**config.mk**
```make
export PLATFORM = sky130hd
export DESIGN_NAME = tpg_timer
export DESIGN_NICKNAME = d
export VERILOG_FILES = /design/src/tpg_pkg.sv /design/src/tpg_edge_if.sv /design/src/tpg_pin_sync.sv /design/src/tpg_timer.sv
export SDC_FILE = /design/constraint.sdc
export NUM_CORES = 1
export LEC_CHECK = 0
export BUFFER_PORTS_ARGS = -buffer_cell sky130_fd_sc_hd__buf_2
export CORE_UTILIZATION = 45
export DETAILED_ROUTE_END_ITERATION = 16
export GPL_TIMING_DRIVEN = 0
export MAX_ROUTING_LAYER = met4
export PLACE_DENSITY_LB_ADDON = 0.1
export SLEW_MARGIN = 20
export SYNTH_ARGS = -nofsm -noshare
export SYNTH_HDL_FRONTEND = slang
export SYNTH_SLANG_ARGS = --single-unit
```
**constraint.sdc**
```tcl
create_clock -name clk_sys -period 3.78 [get_ports clk_sys]
set_clock_uncertainty 0.1 [all_clocks]
set_input_delay 0 -clock clk_sys [delete_from_list [all_inputs] [get_ports clk_sys]]
set_output_delay 0 -clock clk_sys [all_outputs]
set_load 0.05 [all_outputs]
```
**src/tpg_pkg.sv**
```systemverilog
package tpg_pkg;

    // ==========================================================
    // register indices on the plain register port
    localparam logic [2:0] REG_COUNTER    = 3'h0;
    localparam logic [2:0] REG_CMP_FIRST  = 3'h1;
    localparam logic [2:0] REG_CMP_SECOND = 3'h2;
    localparam logic [2:0] REG_MODE_CTRL  = 3'h3;
    localparam logic [2:0] REG_OUT_CTRL   = 3'h4;
    localparam logic [2:0] REG_CAP_CFG    = 3'h5;
    localparam logic [2:0] REG_PRESCALE   = 3'h6;

    // ==========================================================
    // field positions
    localparam int MODE_OVF_BIT   = 0;
    localparam int MODE_FIELD_LO  = 2;
    localparam int OUT_ENABLE_BIT = 0;
    localparam int OUT_OSE_BIT    = 5;
    localparam int OUT_OST_BIT    = 6;
    localparam int CAP_FIRST_BIT  = 0;
    localparam int CAP_FSRC_BIT   = 1;
    localparam int CAP_SECOND_BIT = 2;
    localparam int CAP_FEDGE_LO   = 4;
    localparam int CAP_SEDGE_LO   = 6;

    // ==========================================================
    // reset values and fixed counts
    localparam logic [15:0] CNT_RESET   = 16'h0000;
    localparam logic [15:0] CNT_TOP     = 16'hFFFF;
    localparam logic [15:0] CMP_RESET   = 16'h0000;
    localparam logic [7:0]  CAP_RESET   = 8'h00;
    localparam logic [2:0]  PRESC_RESET = 3'h0;

    // ==========================================================
    // modes and edge selects
    typedef enum logic [1:0] {
        TPG_MODE_STOP  = 2'b00,
        TPG_MODE_FREE  = 2'b01,
        TPG_MODE_EDGE  = 2'b10,
        TPG_MODE_MATCH = 2'b11
    } tpg_mode_type;

    localparam logic [1:0] EDGE_FALL = 2'b00;
    localparam logic [1:0] EDGE_RISE = 2'b01;
    localparam logic [1:0] EDGE_NONE = 2'b10;
    localparam logic [1:0] EDGE_BOTH = 2'b11;

    typedef enum logic [1:0] {
        TPG_OS_IDLE   = 2'b00,
        TPG_OS_WAIT   = 2'b01,
        TPG_OS_ACTIVE = 2'b10
    } tpg_os_type;

endpackage

```
**src/tpg_edge_if.sv**
```systemverilog
`timescale 1ns/100ps
`default_nettype none

// ==========================================================
// synchronised edge pulses of the two capture pins
interface tpg_edge_if;
    logic first_rise;
    logic first_fall;
    logic second_rise;
    logic second_fall;

    modport src (output first_rise, output first_fall, output second_rise, output second_fall);
    modport dst (input first_rise, input first_fall, input second_rise, input second_fall);
endinterface

`default_nettype wire

```
**src/tpg_pin_sync.sv**
```systemverilog
`timescale 1ns/100ps
`default_nettype none

module tpg_pin_sync (
    input  wire logic clk_sys,
    input  wire logic srst,
    input  wire logic first_capture_pin,
    input  wire logic second_capture_pin,
    tpg_edge_if.src   edge_out
);

    typedef struct packed {
        logic [1:0] ff1;
        logic [1:0] ff2;
        logic [1:0] ff3;
        logic [1:0] lvl;
        logic [1:0] rise;
        logic [1:0] fall;
    } tpg_sync_type;

    tpg_sync_type s_q;
    tpg_sync_type s_d;

    // ==========================================================
    // three stages; a change counts once stages two and three agree
    always_comb begin
        s_d      = s_q;
        s_d.ff1  = {second_capture_pin, first_capture_pin};
        s_d.ff2  = s_q.ff1;
        s_d.ff3  = s_q.ff2;
        s_d.rise = 2'h0;
        s_d.fall = 2'h0;
        for (int i = 0; i < 2; i++) begin
            if (s_q.ff2[i] == s_q.ff3[i] && s_q.ff3[i] != s_q.lvl[i]) begin
                s_d.lvl[i]  = s_q.ff3[i];
                s_d.rise[i] = s_q.ff3[i];
                s_d.fall[i] = ~s_q.ff3[i];
            end
        end
    end

    always_ff @(posedge clk_sys) begin
        if (srst) begin
            s_q <= '0;
        end else begin
            s_q <= s_d;
        end
    end

    assign edge_out.first_rise  = s_q.rise[0];
    assign edge_out.first_fall  = s_q.fall[0];
    assign edge_out.second_rise = s_q.rise[1];
    assign edge_out.second_fall = s_q.fall[1];

    // one pulse per settled change, never both directions at once
    single_edge_a: assert property (@(posedge clk_sys) disable iff (srst)
        s_q.rise[0] |=> !s_q.rise[0] && !s_q.fall[0])
        else $error("capture pin edge pulse longer than one cycle");

endmodule

`default_nettype wire

```
**src/tpg_timer.sv**
```systemverilog
// What this block does
// - periodic mode: first match clears counter, interrupt
// - periodic mode: second match interrupts, counting continues
// - period first+1, width second+1 count clocks
// - one-shot only in free/edge modes with enable
// - soft trigger or pin edge restarts counter
// - each trigger gives exactly one pulse
// - one-shot first match interrupts, toggles output
// - one-shot second match interrupts, toggles output
// - pulse starts after M+1, lasts N-M
// - overflow flag sticks until software clears
// - two-pin capture: first pin to second
// - one-pin: opposite edge first, valid second
// - edge mode: capture then clear counter
// - free mode wraps at top, sets overflow
// - mode code 11 selects periodic pulse
//
// The plain strobed port and the address map are this design's own decisions.
`timescale 1ns/100ps
`default_nettype none

module tpg_timer (
    input  wire logic        clk_sys,
    input  wire logic        srst,
    input  wire logic [2:0]  addr,
    input  wire logic [15:0] wr_data,
    input  wire logic        wr_en,
    input  wire logic        rd_en,
    output logic      [15:0] rd_data,
    input  wire logic        first_capture_pin,
    input  wire logic        second_capture_pin,
    output logic             timer_output_pin,
    output logic             first_match_capture_irq,
    output logic             second_match_capture_irq
);

    typedef struct packed {
        logic [7:0]         div;
        logic               tick;
        logic [15:0]        cnt;
        logic [15:0]        cmp1;
        logic [15:0]        cmp2;
        tpg_pkg::tpg_mode_type mode;
        logic               ovf;
        logic               oe;
        logic               ose;
        logic [7:0]         cap;
        logic [2:0]         presc;
        tpg_pkg::tpg_os_type os;
        logic               out;
        logic               irq1;
        logic               irq2;
        logic [15:0]        rdat;
    } tpg_state_type;

    tpg_state_type s_q;
    tpg_state_type s_d;
    tpg_edge_if    edges ();

    tpg_pin_sync u_sync (
        .clk_sys            (clk_sys),
        .srst               (srst),
        .first_capture_pin  (first_capture_pin),
        .second_capture_pin (second_capture_pin),
        .edge_out           (edges.src)
    );

    // edge select decoding, shared by both pins
    function automatic logic edge_hit(input logic [1:0] sel, input logic r, input logic f);
        edge_hit = (sel == tpg_pkg::EDGE_RISE && r) || (sel == tpg_pkg::EDGE_FALL && f) ||
                   (sel == tpg_pkg::EDGE_BOTH && (r || f));
    endfunction

    logic       first_valid;
    logic       first_opp;
    logic       second_valid;
    logic       os_cfg;
    logic       soft_trig;
    logic       trig;
    logic       m1;
    logic       m2;
    logic       running;
    logic [7:0] pmask;

    // ==========================================================
    // event decoding
    always_comb begin
        first_valid  = edge_hit(s_q.cap[tpg_pkg::CAP_FEDGE_LO +: 2],
                                edges.first_rise, edges.first_fall);
        // opposite edge exists only for a single-edge select
        first_opp    = edge_hit(~s_q.cap[tpg_pkg::CAP_FEDGE_LO +: 2] & 2'h1,
                                edges.first_rise, edges.first_fall) &&
                       !s_q.cap[tpg_pkg::CAP_FEDGE_LO + 1];
        second_valid = edge_hit(s_q.cap[tpg_pkg::CAP_SEDGE_LO +: 2],
                                edges.second_rise, edges.second_fall);
        os_cfg       = (s_q.mode == tpg_pkg::TPG_MODE_FREE || s_q.mode == tpg_pkg::TPG_MODE_EDGE)
                       && s_q.ose;
        soft_trig    = wr_en && addr == tpg_pkg::REG_OUT_CTRL && wr_data[tpg_pkg::OUT_OST_BIT];
        trig         = os_cfg && (soft_trig || first_valid);
        running      = s_q.mode != tpg_pkg::TPG_MODE_STOP;
        m1           = running && s_q.tick && s_q.cnt == s_q.cmp1 && !s_q.cap[tpg_pkg::CAP_FIRST_BIT];
        m2           = running && s_q.tick && s_q.cnt == s_q.cmp2 && !s_q.cap[tpg_pkg::CAP_SECOND_BIT];
        pmask        = (8'h01 << s_q.presc) - 8'h01;
    end

    // ==========================================================
    // next state
    always_comb begin
        s_d      = s_q;
        s_d.irq1 = 1'b0;
        s_d.irq2 = 1'b0;
        // count clock: one tick per 2^prescale system clocks
        s_d.div  = running ? s_q.div + 8'h01 : 8'h00;
        s_d.tick = running && ((s_q.div & pmask) == pmask);

        // counter; pin edges never act as count clock here
        if (!running) begin
            s_d.cnt = tpg_pkg::CNT_RESET;
        end else if (trig) begin
            s_d.cnt = tpg_pkg::CNT_RESET;
        end else if (s_q.mode == tpg_pkg::TPG_MODE_EDGE && first_valid) begin
            s_d.cnt = tpg_pkg::CNT_RESET;
        end else if (s_q.mode == tpg_pkg::TPG_MODE_MATCH && s_q.tick
                     && s_q.cnt == s_q.cmp1) begin
            s_d.cnt = tpg_pkg::CNT_RESET;
        end else if (s_q.tick) begin
            s_d.cnt = s_q.cnt + 16'h0001; // wraps at top
        end

        // compare match interrupts
        if (m1) begin
            s_d.irq1 = 1'b1;
        end
        if (m2) begin
            s_d.irq2 = 1'b1;
        end

        // register writes; capture below takes priority over them
        if (wr_en) begin
            unique case (addr)
                tpg_pkg::REG_CMP_FIRST:  s_d.cmp1 = wr_data;
                tpg_pkg::REG_CMP_SECOND: s_d.cmp2 = wr_data;
                tpg_pkg::REG_MODE_CTRL: begin
                    s_d.mode = tpg_pkg::tpg_mode_type'(wr_data[tpg_pkg::MODE_FIELD_LO +: 2]);
                    // writing zero clears, writing one leaves it
                    if (!wr_data[tpg_pkg::MODE_OVF_BIT]) begin
                        s_d.ovf = 1'b0;
                    end
                end
                tpg_pkg::REG_OUT_CTRL: begin
                    s_d.oe  = wr_data[tpg_pkg::OUT_ENABLE_BIT];
                    s_d.ose = wr_data[tpg_pkg::OUT_OSE_BIT];
                end
                tpg_pkg::REG_CAP_CFG:  s_d.cap   = wr_data[7:0];
                tpg_pkg::REG_PRESCALE: s_d.presc = wr_data[2:0];
                default: ;
            endcase
        end

        // overflow sets after the top value; set beats a clearing write
        if ((s_q.mode == tpg_pkg::TPG_MODE_FREE || s_q.mode == tpg_pkg::TPG_MODE_EDGE)
            && s_q.tick && s_q.cnt == tpg_pkg::CNT_TOP) begin
            s_d.ovf = 1'b1;
        end

        // captures in free-running and edge-restart modes
        if (s_q.mode == tpg_pkg::TPG_MODE_FREE || s_q.mode == tpg_pkg::TPG_MODE_EDGE) begin
            if (s_q.cap[tpg_pkg::CAP_SECOND_BIT] && first_valid) begin
                s_d.cmp2 = s_q.cnt;
                s_d.irq2 = 1'b1;
            end
            if (s_q.cap[tpg_pkg::CAP_FIRST_BIT]) begin
                if (s_q.cap[tpg_pkg::CAP_FSRC_BIT] && first_opp) begin
                    s_d.cmp1 = s_q.cnt; // no interrupt on the opposite edge
                end else if (!s_q.cap[tpg_pkg::CAP_FSRC_BIT] && second_valid) begin
                    s_d.cmp1 = s_q.cnt;
                    s_d.irq1 = 1'b1;
                end
            end
        end

        // one-shot sequencer: two toggles, then idle until the next trigger
        if (!os_cfg) begin
            s_d.os = tpg_pkg::TPG_OS_IDLE;
        end else if (trig) begin
            s_d.os  = tpg_pkg::TPG_OS_WAIT; // a retrigger mid-pulse restarts
            s_d.out = 1'b0;
        end else begin
            unique case (s_q.os)
                tpg_pkg::TPG_OS_IDLE: ;
                tpg_pkg::TPG_OS_WAIT: begin
                    if (m1 || m2) begin
                        s_d.out = ~s_q.out; // earlier compare value reached
                        s_d.os  = tpg_pkg::TPG_OS_ACTIVE;
                    end
                end
                tpg_pkg::TPG_OS_ACTIVE: begin
                    if (m1 || m2) begin
                        s_d.out = ~s_q.out; // later value ends the single pulse
                        s_d.os  = tpg_pkg::TPG_OS_IDLE;
                    end
                end
                default: s_d.os = tpg_pkg::TPG_OS_IDLE;
            endcase
        end

        // output level in the other modes
        if (s_q.mode == tpg_pkg::TPG_MODE_MATCH) begin
            // high while the next count is at or below the second value
            s_d.out = s_d.cnt <= s_q.cmp2; // equal values are illegal, not guarded
        end else if (!os_cfg && running && (m1 || m2)) begin
            s_d.out = ~s_q.out; // plain toggle on match in free and edge modes
        end else if (!running) begin
            s_d.out = 1'b0;
        end

        // read data valid in the cycle after the strobe only
        s_d.rdat = 16'h0000;
        if (rd_en) begin
            unique case (addr)
                tpg_pkg::REG_COUNTER:    s_d.rdat = s_q.cnt;
                tpg_pkg::REG_CMP_FIRST:  s_d.rdat = s_q.cmp1;
                tpg_pkg::REG_CMP_SECOND: s_d.rdat = s_q.cmp2;
                tpg_pkg::REG_MODE_CTRL:
                    s_d.rdat = {12'h000, s_q.mode, 1'b0, s_q.ovf};
                tpg_pkg::REG_OUT_CTRL:
                    s_d.rdat = {10'h000, s_q.ose, 4'h0, s_q.oe}; // trigger bit reads zero
                tpg_pkg::REG_CAP_CFG:    s_d.rdat = {8'h00, s_q.cap};
                tpg_pkg::REG_PRESCALE:   s_d.rdat = {13'h0000, s_q.presc};
                default:                 s_d.rdat = 16'h0000;
            endcase
        end
    end

    // ==========================================================
    // state register
    always_ff @(posedge clk_sys) begin
        if (srst) begin
            s_q       <= '0;
            s_q.cnt   <= tpg_pkg::CNT_RESET;
            s_q.cmp1  <= tpg_pkg::CMP_RESET;
            s_q.cmp2  <= tpg_pkg::CMP_RESET;
            s_q.cap   <= tpg_pkg::CAP_RESET;
            s_q.presc <= tpg_pkg::PRESC_RESET;
            s_q.mode  <= tpg_pkg::TPG_MODE_STOP;
            s_q.os    <= tpg_pkg::TPG_OS_IDLE;
        end else begin
            s_q <= s_d;
        end
    end

    // ==========================================================
    // outputs, all straight from flops; pin gated by the output enable
    always_comb begin
        rd_data                  = s_q.rdat;
        first_match_capture_irq  = s_q.irq1;
        second_match_capture_irq = s_q.irq2;
    end

    logic pin_q;
    always_ff @(posedge clk_sys) begin
        if (srst) begin
            pin_q <= 1'b0;
        end else begin
            pin_q <= s_d.out && s_d.oe;
        end
    end
    assign timer_output_pin = pin_q;

    // ==========================================================
    // checks
    ppg_clear_a: assert property (@(posedge clk_sys) disable iff (srst)
        (s_q.mode == tpg_pkg::TPG_MODE_MATCH && s_q.tick && s_q.cnt == s_q.cmp1
         && !s_q.cap[0] && !wr_en) |=> s_q.cnt == 16'h0000 && s_q.irq1)
        else $error("periodic first match did not clear and interrupt");

    ppg_second_a: assert property (@(posedge clk_sys) disable iff (srst)
        (s_q.mode == tpg_pkg::TPG_MODE_MATCH && s_q.tick && s_q.cnt == s_q.cmp2
         && s_q.cmp2 != s_q.cmp1 && !s_q.cap[2] && !wr_en)
        |=> s_q.irq2 && s_q.cnt == $past(s_q.cnt) + 16'h0001)
        else $error("periodic second match wrong");

    ppg_level_a: assert property (@(posedge clk_sys) disable iff (srst)
        ($past(s_q.mode) == tpg_pkg::TPG_MODE_MATCH && s_q.mode == tpg_pkg::TPG_MODE_MATCH
         && $stable(s_q.cmp2)) |-> s_q.out == (s_q.cnt <= s_q.cmp2))
        else $error("periodic output level does not follow counter");

    free_wrap_a: assert property (@(posedge clk_sys) disable iff (srst)
        (s_q.mode == tpg_pkg::TPG_MODE_FREE && s_q.tick && s_q.cnt == 16'hFFFF
         && !trig && !wr_en) |=> s_q.cnt == 16'h0000 && s_q.ovf)
        else $error("free-running wrap or overflow flag wrong");

    ovf_hold_a: assert property (@(posedge clk_sys) disable iff (srst)
        (s_q.ovf && !(wr_en && addr == tpg_pkg::REG_MODE_CTRL)) |=> s_q.ovf)
        else $error("overflow flag dropped without a clearing write");

    os_trig_a: assert property (@(posedge clk_sys) disable iff (srst)
        (trig && !wr_en) |=> s_q.cnt == 16'h0000 && s_q.os == tpg_pkg::TPG_OS_WAIT)
        else $error("one-shot trigger did not restart counter");

    os_gate_a: assert property (@(posedge clk_sys) disable iff (srst)
        !os_cfg |=> s_q.os == tpg_pkg::TPG_OS_IDLE || os_cfg)
        else $error("one-shot active outside its modes");

    os_first_a: assert property (@(posedge clk_sys) disable iff (srst)
        (s_q.os == tpg_pkg::TPG_OS_WAIT && os_cfg && !trig && m1 && !wr_en)
        |=> s_q.irq1 && s_q.out != $past(s_q.out))
        else $error("one-shot first match did not toggle");

    os_end_a: assert property (@(posedge clk_sys) disable iff (srst)
        (s_q.os == tpg_pkg::TPG_OS_ACTIVE && os_cfg && !trig && (m1 || m2) && !wr_en)
        |=> s_q.os == tpg_pkg::TPG_OS_IDLE ##1 (s_q.os == tpg_pkg::TPG_OS_IDLE || $past(trig)))
        else $error("one-shot did not end after its single pulse");

    cap_second_a: assert property (@(posedge clk_sys) disable iff (srst)
        (s_q.mode == tpg_pkg::TPG_MODE_FREE && s_q.cap[2] && first_valid)
        |=> s_q.cmp2 == $past(s_q.cnt) && s_q.irq2)
        else $error("first pin edge did not capture into second register");

    edge_clear_a: assert property (@(posedge clk_sys) disable iff (srst)
        (s_q.mode == tpg_pkg::TPG_MODE_EDGE && first_valid && !wr_en) |=> s_q.cnt == 16'h0000)
        else $error("edge restart mode did not clear counter");

endmodule

`default_nettype wire
```
==> impl_metrics.tcl, run 1 <==
set metrics [dict create \
    start_util 0.465 \
    path_max_fanout 6 \
    vdd_drop_max_mv 0.200 \
    syn_inst 702 \
    coreArea_um2 12700 \
    clock-sinks 106 \
    relSlewSlack 0.532 \
    end_kind "register" \
    ys_ff_latch 106 \
    min_from "rd_en" \
    mostFrequentLayoutCell "nor2_1" \
    hold-path-endpoint "rd_data[2]$_SDFF_PP0_" \
    hold_class "in2reg" \
    num_vias 5296 \
    hold_viol_final 3 \
    path_clk_slew_ns 0.07 \
    critPathSlowestCell "a221o_2" \
    syn_area_um2 5910 \
    final_cell_mix "nor2_1, dfxtp_1, buf_2, a21oi_1, nand2_1" \
    crit_path_start "s_q[35]$_SDFFE_PP0P_" \
    place_area_um2 6330 \
    cts_max_path_buffers 2 \
    nFillCells 1214 \
    multiInputGateArea_um2 3450 \
    worst_slew_pin_slew_ns 0.702 \
    ant_nets 0 \
    crit_family "compound AO/OA/AOI/OAI gates" \
    h-tree-depth 3 \
    utilization 0.563 \
    whs_ns -0.00670 \
    finalSetupTns_ns 0 \
    holdPathStages 3 \
    timing.fmax_mhz 270 \
    r2r-start "s_q[35]$_SDFFE_PP0P_" \
    grt_pass1_vias 4695 \
    remaining_drc_errors 0 \
    status "finished, violations left" \
    drt_iter0_drc 440 \
    wl_mm 17.4 \
    cts_buffers 9 \
    path_buf_inv 2 \
    root_buffer "clkbuf_16" \
    setup_violations 0 \
    pin_count 44 \
    grt_pass1_wl_mm 25.6 \
    violations "negative hold slack" \
    crit_arrival_ns 3.88 \
    antenna_cells 0 \
    grt_util_all_layers 0.261 \
    p_leak_nw 2.83 \
    fin_crit_sh 0.980 \
    syn_avg_cell_area_um2 8.42 \
    worst_ep_required_time_ns 3.95 \
    portBuffers 40 \
    area_delta_synth_final_pct 21.2 \
    synth_ff_type "dfxtp_1" \
    worst-path-stages 13 \
    firstDrtPassIters 7 \
    r2r_end "timer_output_pin$_SDFF_PP0_" \
    syn-num-nets 751 \
    dieHeight_um 117 \
    finalPower_mw 2.33 \
    fin_crit_ns 3.71 \
    max_cap_violations 0 \
    tritoncts "yes" \
    antenna_found_initial 0 \
    slowest_delay_ns 0.46 \
    wl_per_cell_um 17.9 \
    clk_latency_ns 0.36 \
    dpl.hpwl_mm 12.5 \
    gp_congestion 0.871 \
    overflow 0 \
    grt_max_degree 18 \
    synth.distinct_cells 51 \
    yosysWarnings 0 \
    synth-edff-count 0 \
    layout.nets 844 \
    design.die.area_um2 13600 \
    layout-drive-gt1-share 0.219 \
    ys_seq_area_frac 0.359 \
    async_reset_ff_frac 0 \
    crit_type "reg2reg" \
    worst-r2r-cell-count 13 \
    worstSetupStartpointType "register" \
    path_cells "inv_1 > ha_2 > nand2_1 > nand2_1 > a221o_2 > buf_6 > nor2_1 > ha_1 > a211oi_1 > o32ai_1 > or4_4 > a32o_2 > nor4_4" \
    drv_slew 0 \
    num_rows 41 \
    power.density_nw_per_um2 325 \
    cpMostUsedCell "nand2_1" \
    register_area_um2 2130 \
    die_w_um 117 \
    fin_area_um2 7160 \
    via_per_inst 5.45 \
    rrSetupSlack_ns 0.07 \
]
[tightest hold or removal path, delay by kind of cell]
family,cells,cell delay [ns]
buf+inv,1,0.09
simple gates,2,0.32
[state kept, by name, indices dropped and copies added (netlist names)]
register / flops
u_sync.edge_out.first_rise: 1
u_sync.edge_out.second_rise: 1
s_q: 75
rd_data: 16
u_sync.edge_out.second_fall: 1
first_match_capture_irq: 1
u_sync.s_d: 4
u_sync.s_q: 4
timer_output_pin: 1
second_match_capture_irq: 1
u_sync.edge_out.first_fall: 1
[final cells by class]
| type | count | area share |
|---|---|---|
| Buffer | 68 | 0.0592 |
| Clock buffer | 10 | 0.0320 |
| Clock inverter | 6 | 0.00943 |
| Inverter | 22 | 0.0115 |
| Multi-Input combinational cell | 505 | 0.481 |
| Sequential cell | 106 | 0.297 |
| Tap cell | 172 | 0.0300 |
| Timing Repair Buffer | 83 | 0.0795 |
[cells by family after synthesis]
| logic type | Yosys count | synth area share |
|---|---|---|
| flip-flops | 106 | 0.359 |
| XOR/XNOR | 51 | 0.0756 |
| AND/OR/NAND/NOR | 262 | 0.224 |
| adder cells (fa/ha/maj) | 24 | 0.0508 |
| multiplexers | 45 | 0.0811 |
| buffers and inverters | 91 | 0.0781 |
| AO/OA/AOI/OAI | 123 | 0.131 |
[worst max path at each step]
stage	end	slack (ns)
after global routing	timer_output_pin$_SDFF_PP0_	-0.11
after global placement	timer_output_pin$_SDFF_PP0_	-0.44
after CTS	timer_output_pin$_SDFF_PP0_	0.05
after floorplan	timer_output_pin$_SDFF_PP0_	0.53
final	timer_output_pin$_SDFF_PP0_	0.07
after detailed placement	timer_output_pin$_SDFF_PP0_	-0.41
[report_power, final]
| part | switching (mW) | total [mW] | internal, mW |
|---|---|---|---|
| combinational | 0.124 | 0.215 | 0.0911 |
| sequential | 0.0161 | 1.15 | 1.13 |
| clock | 0.450 | 0.966 | 0.516 |
| total | 0.591 | 2.33 | 1.74 |
[cells in the mapped netlist, types with 11 or more instances]
cell type | count | share of area
a21oi_1 | 50 | 0.042
ha_1 | 24 | 0.051
o21ai_0 | 11 | 0.0093
nand2_1 | 43 | 0.027
inv_1 | 22 | 0.014
nor2_1 | 119 | 0.076
a211oi_1 | 34 | 0.043
clkbuf_1 | 20 | 0.013
buf_4 | 18 | 0.023
buf_2 | 23 | 0.019
dfxtp_1 | 106 | 0.36
nand4_1 | 15 | 0.016
mux2i_1 | 40 | 0.068
nand3_1 | 13 | 0.011
xnor2_1 | 40 | 0.059
xor2_1 | 11 | 0.016
nor3_2 | 15 | 0.025
[what timing repair did]
item	CTS	global route
hold buffers	18	0
cloned	0	1
pin swaps	2	22
gates resized for setup	10	43
buffers inserted	4	20
hold endpoints to repair	50	0
setup endpoints to repair	2	2
[stage by stage]
step | worst slack, ns | std cells
5_1_grt | -0.109 | 972
3_3_place_gp | -0.439 | 914
3_5_place_dp | -0.406 | 914
6_report | 0.0742 | 972
2_1_floorplan | 0.531 | 702
4_1_cts | 0.0531 | 952
[metal layers]
layer | share of wire | up-vias | track usage
met1 | 0.46 | 2513 | 0.355
met3 | 0.054 | 31 | 0.0363
li1 | - | 2602 | -
met5 | 0 | - | -
met4 | 0.022 | 0 | 0.0945
met2 | 0.46 | 150 | 0.394
No activity file was read; power rests on OpenSTA's default activity.
==> inputs of run 2 (changes only) <==
- clock period: 3.78 -> 4.1 ns (I/O delays scaled with it)
==> run 2 against run 1 <==
Against the previous run:
- the flow still finishes with violations (negative hold slack)
- sequential share of layout area is 1.4 points higher
- fmax is 4.9% lower
- setup slack better by 0.13 ns
- non-clock buffer count is 23 lower
==> impl_metrics.tcl, run 2 (same netlist as run 1, synthesis figures left out) <==
set metrics [dict create \
    p_int_mw 1.59 \
    nFillCells 1248 \
    largest_register_ffs 75 \
    met2_length_mm 7.51 \
    relSlewSlack 0.546 \
    final_cells 949 \
    setup_violations 0 \
    dpl.hpwl_mm 12.5 \
    timing.fmax_mhz 257 \
    start_util 0.465 \
    violations "negative hold slack" \
    crit_path_start "s_q[35]$_SDFFE_PP0P_" \
    die_w_um 117 \
    vdd_drop_max_mv 0.180 \
    path_max_fanout 10 \
    drt_iter0_drc 419 \
    grt_pass1_wl_mm 25.3 \
    worst-path-stages 14 \
    worst_slew_pin_slew_ns 0.681 \
    max_cap_violations 0 \
    worstSetupStartpointType "register" \
    worst-r2r-cell-count 14 \
    cts_max_path_buffers 2 \
    num_vias 5133 \
    wl_mm 16.5 \
    grt_max_degree 18 \
    path_clk_slew_ns 0.08 \
    path_cells "inv_1 > ha_1 > nand2_1 > nand2_1 > a221o_2 > buf_4 > nor2_1 > ha_1 > nand4_1 > nor3_1 > a21boi_0 > or4_1 > a32o_1 > nor4_1" \
    mostFrequentLayoutCell "nor2_1" \
    clk_latency_ns 0.36 \
    place_area_um2 6330 \
    area_delta_synth_final_pct 15.5 \
    via_per_inst 5.41 \
    m1WireLength_mm 7.85 \
    firstDrtPassIters 7 \
    grt_pass1_vias 4629 \
    whs_ns -0.00462 \
    register_area_um2 2120 \
    slowest_delay_ns 0.51 \
    grt_util_all_layers 0.259 \
    gp_congestion 0.871 \
    num_rows 41 \
    layout.nets 821 \
    root_buffer "clkbuf_16" \
    pin_count 44 \
    layout-drive-gt1-share 0.167 \
    ant_nets 0 \
    antenna_cells 0 \
    crit_path_end "timer_output_pin$_SDFF_PP0_" \
    end_kind "register" \
    dieHeight_um 117 \
    finalWorstSetupSlack_ns 0.202 \
    hold_viol_final 3 \
    crit_family "simple AND/OR/NAND/NOR gates" \
    placedCellCount 914 \
    tritoncts "yes" \
    crit_arrival_ns 4.05 \
    fin_crit_ns 3.90 \
    pwr-share-clk 0.419 \
    antenna_found_initial 0 \
    path_buf_inv 2 \
    power.switching_mw 0.537 \
    fin_area_um2 6830 \
    fin_crit_sh 0.951 \
    p_leak_nw 2.68 \
    remaining_drc_errors 0 \
    multiInputGateArea_um2 3340 \
    status "finished, violations left" \
    h-tree-depth 3 \
    hold_class "in2reg" \
    overflow 0 \
    r2r_end "timer_output_pin$_SDFF_PP0_" \
    wl_met3_um 860 \
    sequentialPowerShare 0.497 \
    final_cell_mix "nor2_1, dfxtp_1, buf_2, a21oi_1, nand2_1" \
    highest_layer "met4" \
    r2r-start "s_q[35]$_SDFFE_PP0P_" \
    drv_slew 0 \
    comb_power_share 0.084 \
    design.die.area_um2 13600 \
    clock-sinks 106 \
    worst_ep_required_time_ns 4.25 \
    crit_type "reg2reg" \
    critPathSlowestCell "or4_1" \
    power.density_nw_per_um2 311 \
    portBuffers 40 \
    cts_buffers 9 \
    coreArea_um2 12700 \
    finalPower_mw 2.13 \
    wl_per_cell_um 17.4 \
    largest-register "s_q" \
    pre_cts_ws_ns -0.0858 \
    rrSetupSlack_ns 0.20 \
    p_sw_frac 0.253 \
]
==> run 2: power groups by stage <==
stage,clock (mW),sequential (mW),combinational [mW]
final,0.891,1.06,0.179
after global routing,0.943,1.06,0.193
after detailed placement,0,1.08,0.164
after global placement,0,1.08,0.161
after CTS,0.897,1.06,0.178
after floorplan,0,1.07,0.108
==> run 2: metrics by stage <==
step | TNS, ns | utilization
4_1_cts | 0 | 0.535
6_report | 0 | 0.537
5_1_grt | -0.00543 | 0.537
3_5_place_dp | -0.0858 | 0.497
3_3_place_gp | -0.119 | 0.497
2_1_floorplan | 0 | -
==> run 2: worst min-delay path, cell delays in order <==
cell      delay, ns
buf_2          0.09
nand3b_1       0.24
nor2_1         0.08
==> run 2: area by class of cell <==
class                           instances  area share
Clock inverter                          6     0.00990
Clock buffer                           10      0.0335
Multi-Input combinational cell        505       0.490
Sequential cell                       106       0.311
Buffer                                 69      0.0555
Inverter                               22      0.0121
Tap cell                              172      0.0315
Timing Repair Buffer                   59      0.0568
==> run 2: how the worst min path moves through the flow <==
stage | slack [ns] | from | cells after the start | endpoint
2_1_floorplan | 0.03 | first_capture_pin | 1 | u_sync.s_d[8]$_SDFF_PP0_
3_3_place_gp | 0.11 | second_capture_pin | 2 | u_sync.s_d[9]$_SDFF_PP0_
3_5_place_dp | 0.12 | second_capture_pin | 2 | u_sync.s_d[9]$_SDFF_PP0_
4_1_cts | 0.006 | rd_en | 3 | rd_data[1]$_SDFF_PP0_
5_1_grt | 0.03 | rd_en | 3 | rd_data[1]$_SDFF_PP0_
6_report | -0.005 | rd_en | 3 | rd_data[2]$_SDFF_PP0_
==> run 2: metal layers <==
metal	vias to the layer above	track usage
li1	2546	-
met1	2396	0.354
met2	167	0.387
met3	24	0.0363
met4	0	0.0928
met5	-	-
==> run 2: repair_timing <==
action / in CTS / in global routing
setup endpoints to repair: 1 / 2
setup buffers: 0 / 1
resized for setup: 1 / 3
pin swaps: 0 / 1
gates cloned: 0 / 0
hold endpoints to repair: 50 / 0
hold buffers: 18 / 0
==> inputs of run 3 (changes only) <==
- clock period: 4.1 -> 4.7 ns (I/O delays scaled with it)
==> run 3 against run 2 <==
Against the previous run:
- the flow still finishes with violations (negative hold slack)
- combinational power is 13% lower
- die area stayed put
- clock power is 13% lower
- hold slack better by 0.0023 ns
- fmax is 8.3% lower
- non-clock buffer count is 1 lower
- final cell count is 0.11% lower
- critical path type unchanged
- critical path depth is 1 higher
- sequential share of layout area is 0.11 points higher
- global-route usage hardly changed
==> impl_metrics.tcl, run 3 (same netlist as run 1, synthesis figures left out) <==
set metrics [dict create \
    status "finished, violations left" \
    violations "negative hold slack" \
    num_rows 41 \
    fin_crit_ns 4.25 \
    wl_met3_um 895 \
    clock-sinks 106 \
    grt_max_degree 18 \
    hold_viol_final 2 \
    m1WireLength_mm 7.84 \
    layout.nets 820 \
    worstSetupStartpointType "register" \
    vdd_drop_max_mv 0.157 \
    firstDrtPassIters 13 \
    pre_cts_ws_ns 0.514 \
    rsz0062_at_grt "false" \
    start_util 0.465 \
    crit_arrival_ns 4.40 \
    drv_slew 0 \
    portBuffers 40 \
    wl_per_cell_um 17.4 \
    final_cell_mix "nor2_1, dfxtp_1, buf_2, a21oi_1, nand2_1" \
    remaining_drc_errors 0 \
    via_per_inst 5.43 \
    timing.fmax_mhz 235 \
    setup_violations 0 \
    hold-path-endpoint "rd_data[2]$_SDFF_PP0_" \
    grt_pass1_vias 4626 \
    grt_util_all_layers 0.258 \
    antenna_cells 0 \
    place_area_um2 6330 \
    whs_ns -0.00233 \
    cts_buffers 9 \
    power.density_nw_per_um2 272 \
    multiInputGateArea_um2 3330 \
    p_leak_nw 2.68 \
    r2r_end "timer_output_pin$_SDFF_PP0_" \
    mostFrequentLayoutCell "nor2_1" \
    die_w_um 117 \
    worst-r2r-cell-count 15 \
    finalSetupTns_ns 0 \
    rrSetupSlack_ns 0.45 \
    highest_layer "met4" \
    crit_type "reg2reg" \
    wl_mm 16.5 \
    ant_nets 0 \
    antenna_found_initial 0 \
    cts_max_path_buffers 2 \
    path_clk_slew_ns 0.08 \
    finalWorstSetupSlack_ns 0.451 \
    fin_area_um2 6800 \
    grt_pass1_wl_mm 25.3 \
    drt_iter0_drc 435 \
    relSlewSlack 0.466 \
    pin_count 44 \
    overflow 0 \
    hold_class "in2reg" \
    largest-register "s_q" \
    design.die.area_um2 13600 \
    utilization 0.535 \
    nFillCells 1248 \
    register_area_um2 2120 \
    r2r-start "s_q[79]$_SDFF_PP0_" \
    largest_register_ffs 75 \
    post-cts-setup-buffers 0 \
    coreArea_um2 12700 \
    holdPathStages 3 \
    layout-drive-gt1-share 0.162 \
    end_kind "register" \
    dpl.hpwl_mm 12.5 \
    h-tree-depth 3 \
    worst_ep_required_time_ns 4.85 \
    fin_crit_sh 0.904 \
    worst_slew_pin_slew_ns 0.794 \
    area_delta_synth_final_pct 15.1 \
    finalPower_mw 1.85 \
    num_vias 5144 \
    min_from "rd_en" \
    final_cells 948 \
    max_cap_violations 0 \
    path_max_fanout 10 \
    dieHeight_um 117 \
    clk_latency_ns 0.36 \
    met2_length_mm 7.49 \
    placedCellCount 914 \
    gp_congestion 0.871 \
    tritoncts "yes" \
    root_buffer "clkbuf_16" \
]
-- run 3: cell count changes in the layout (fill, tap and decap cells not counted) --
| cell | change |
|---|---|
| a221o_1 | +1 |
| a221o_2 | -1 |
| buf_4 | -1 |
| nor3_1 | +2 |
| nor3_2 | -1 |
| nor3_4 | -1 |
-- run 3: worst max path at each step --
stage	slack (ns)	startpoint	endpoint	cells after the start
2_1_floorplan	1.45	s_q[79]$_SDFF_PP0_	timer_output_pin$_SDFF_PP0_	15
3_3_place_gp	0.48	s_q[79]$_SDFF_PP0_	timer_output_pin$_SDFF_PP0_	15
3_5_place_dp	0.51	s_q[79]$_SDFF_PP0_	timer_output_pin$_SDFF_PP0_	15
4_1_cts	0.46	s_q[79]$_SDFF_PP0_	timer_output_pin$_SDFF_PP0_	15
5_1_grt	0.16	s_q[79]$_SDFF_PP0_	timer_output_pin$_SDFF_PP0_	15
6_report	0.45	s_q[79]$_SDFF_PP0_	timer_output_pin$_SDFF_PP0_	15
-- run 3: layer usage --
layer | track usage | vias to the layer above
met5 | - | -
met4 | 0.0920 | 0
met3 | 0.0363 | 24
met2 | 0.387 | 170
met1 | 0.354 | 2400
li1 | - | 2550
-- run 3: critical path, cell delays in order (launching register included) --
cell      delay (ns)
dfxtp_1         0.30
buf_2           0.23
xnor2_1         0.14
nand3_1         0.11
nor3_1          0.66
and2_1          0.27
a221o_1         0.31
buf_4           0.22
nor2_1          0.07
ha_1            0.30
nand4_1         0.16
nor3_1          0.10
a21boi_0        0.13
or4_1           0.52
a32o_1          0.30
nor4_1          0.21
-- run 3: what timing repair did --
item                       CTS  global route
resized for setup            0             0
hold endpoints to repair    50             0
hold buffers                18             0
setup endpoints to repair    0             0
-- run 3: layout make-up --
type,instances,area share
multi-input combinational,505,0.489
sequential,106,0.312
timing repair buffer,58,0.0559
buffer,69,0.0557
clock buffer,10,0.0337
tap,172,0.0316
inverter,22,0.0121
clock inverter,6,0.00993
-- run 3: where the power goes --
group          switching, mW  internal [mW]
clock                  0.360          0.415
combinational         0.0932         0.0622
sequential            0.0124          0.909
total                  0.466           1.39
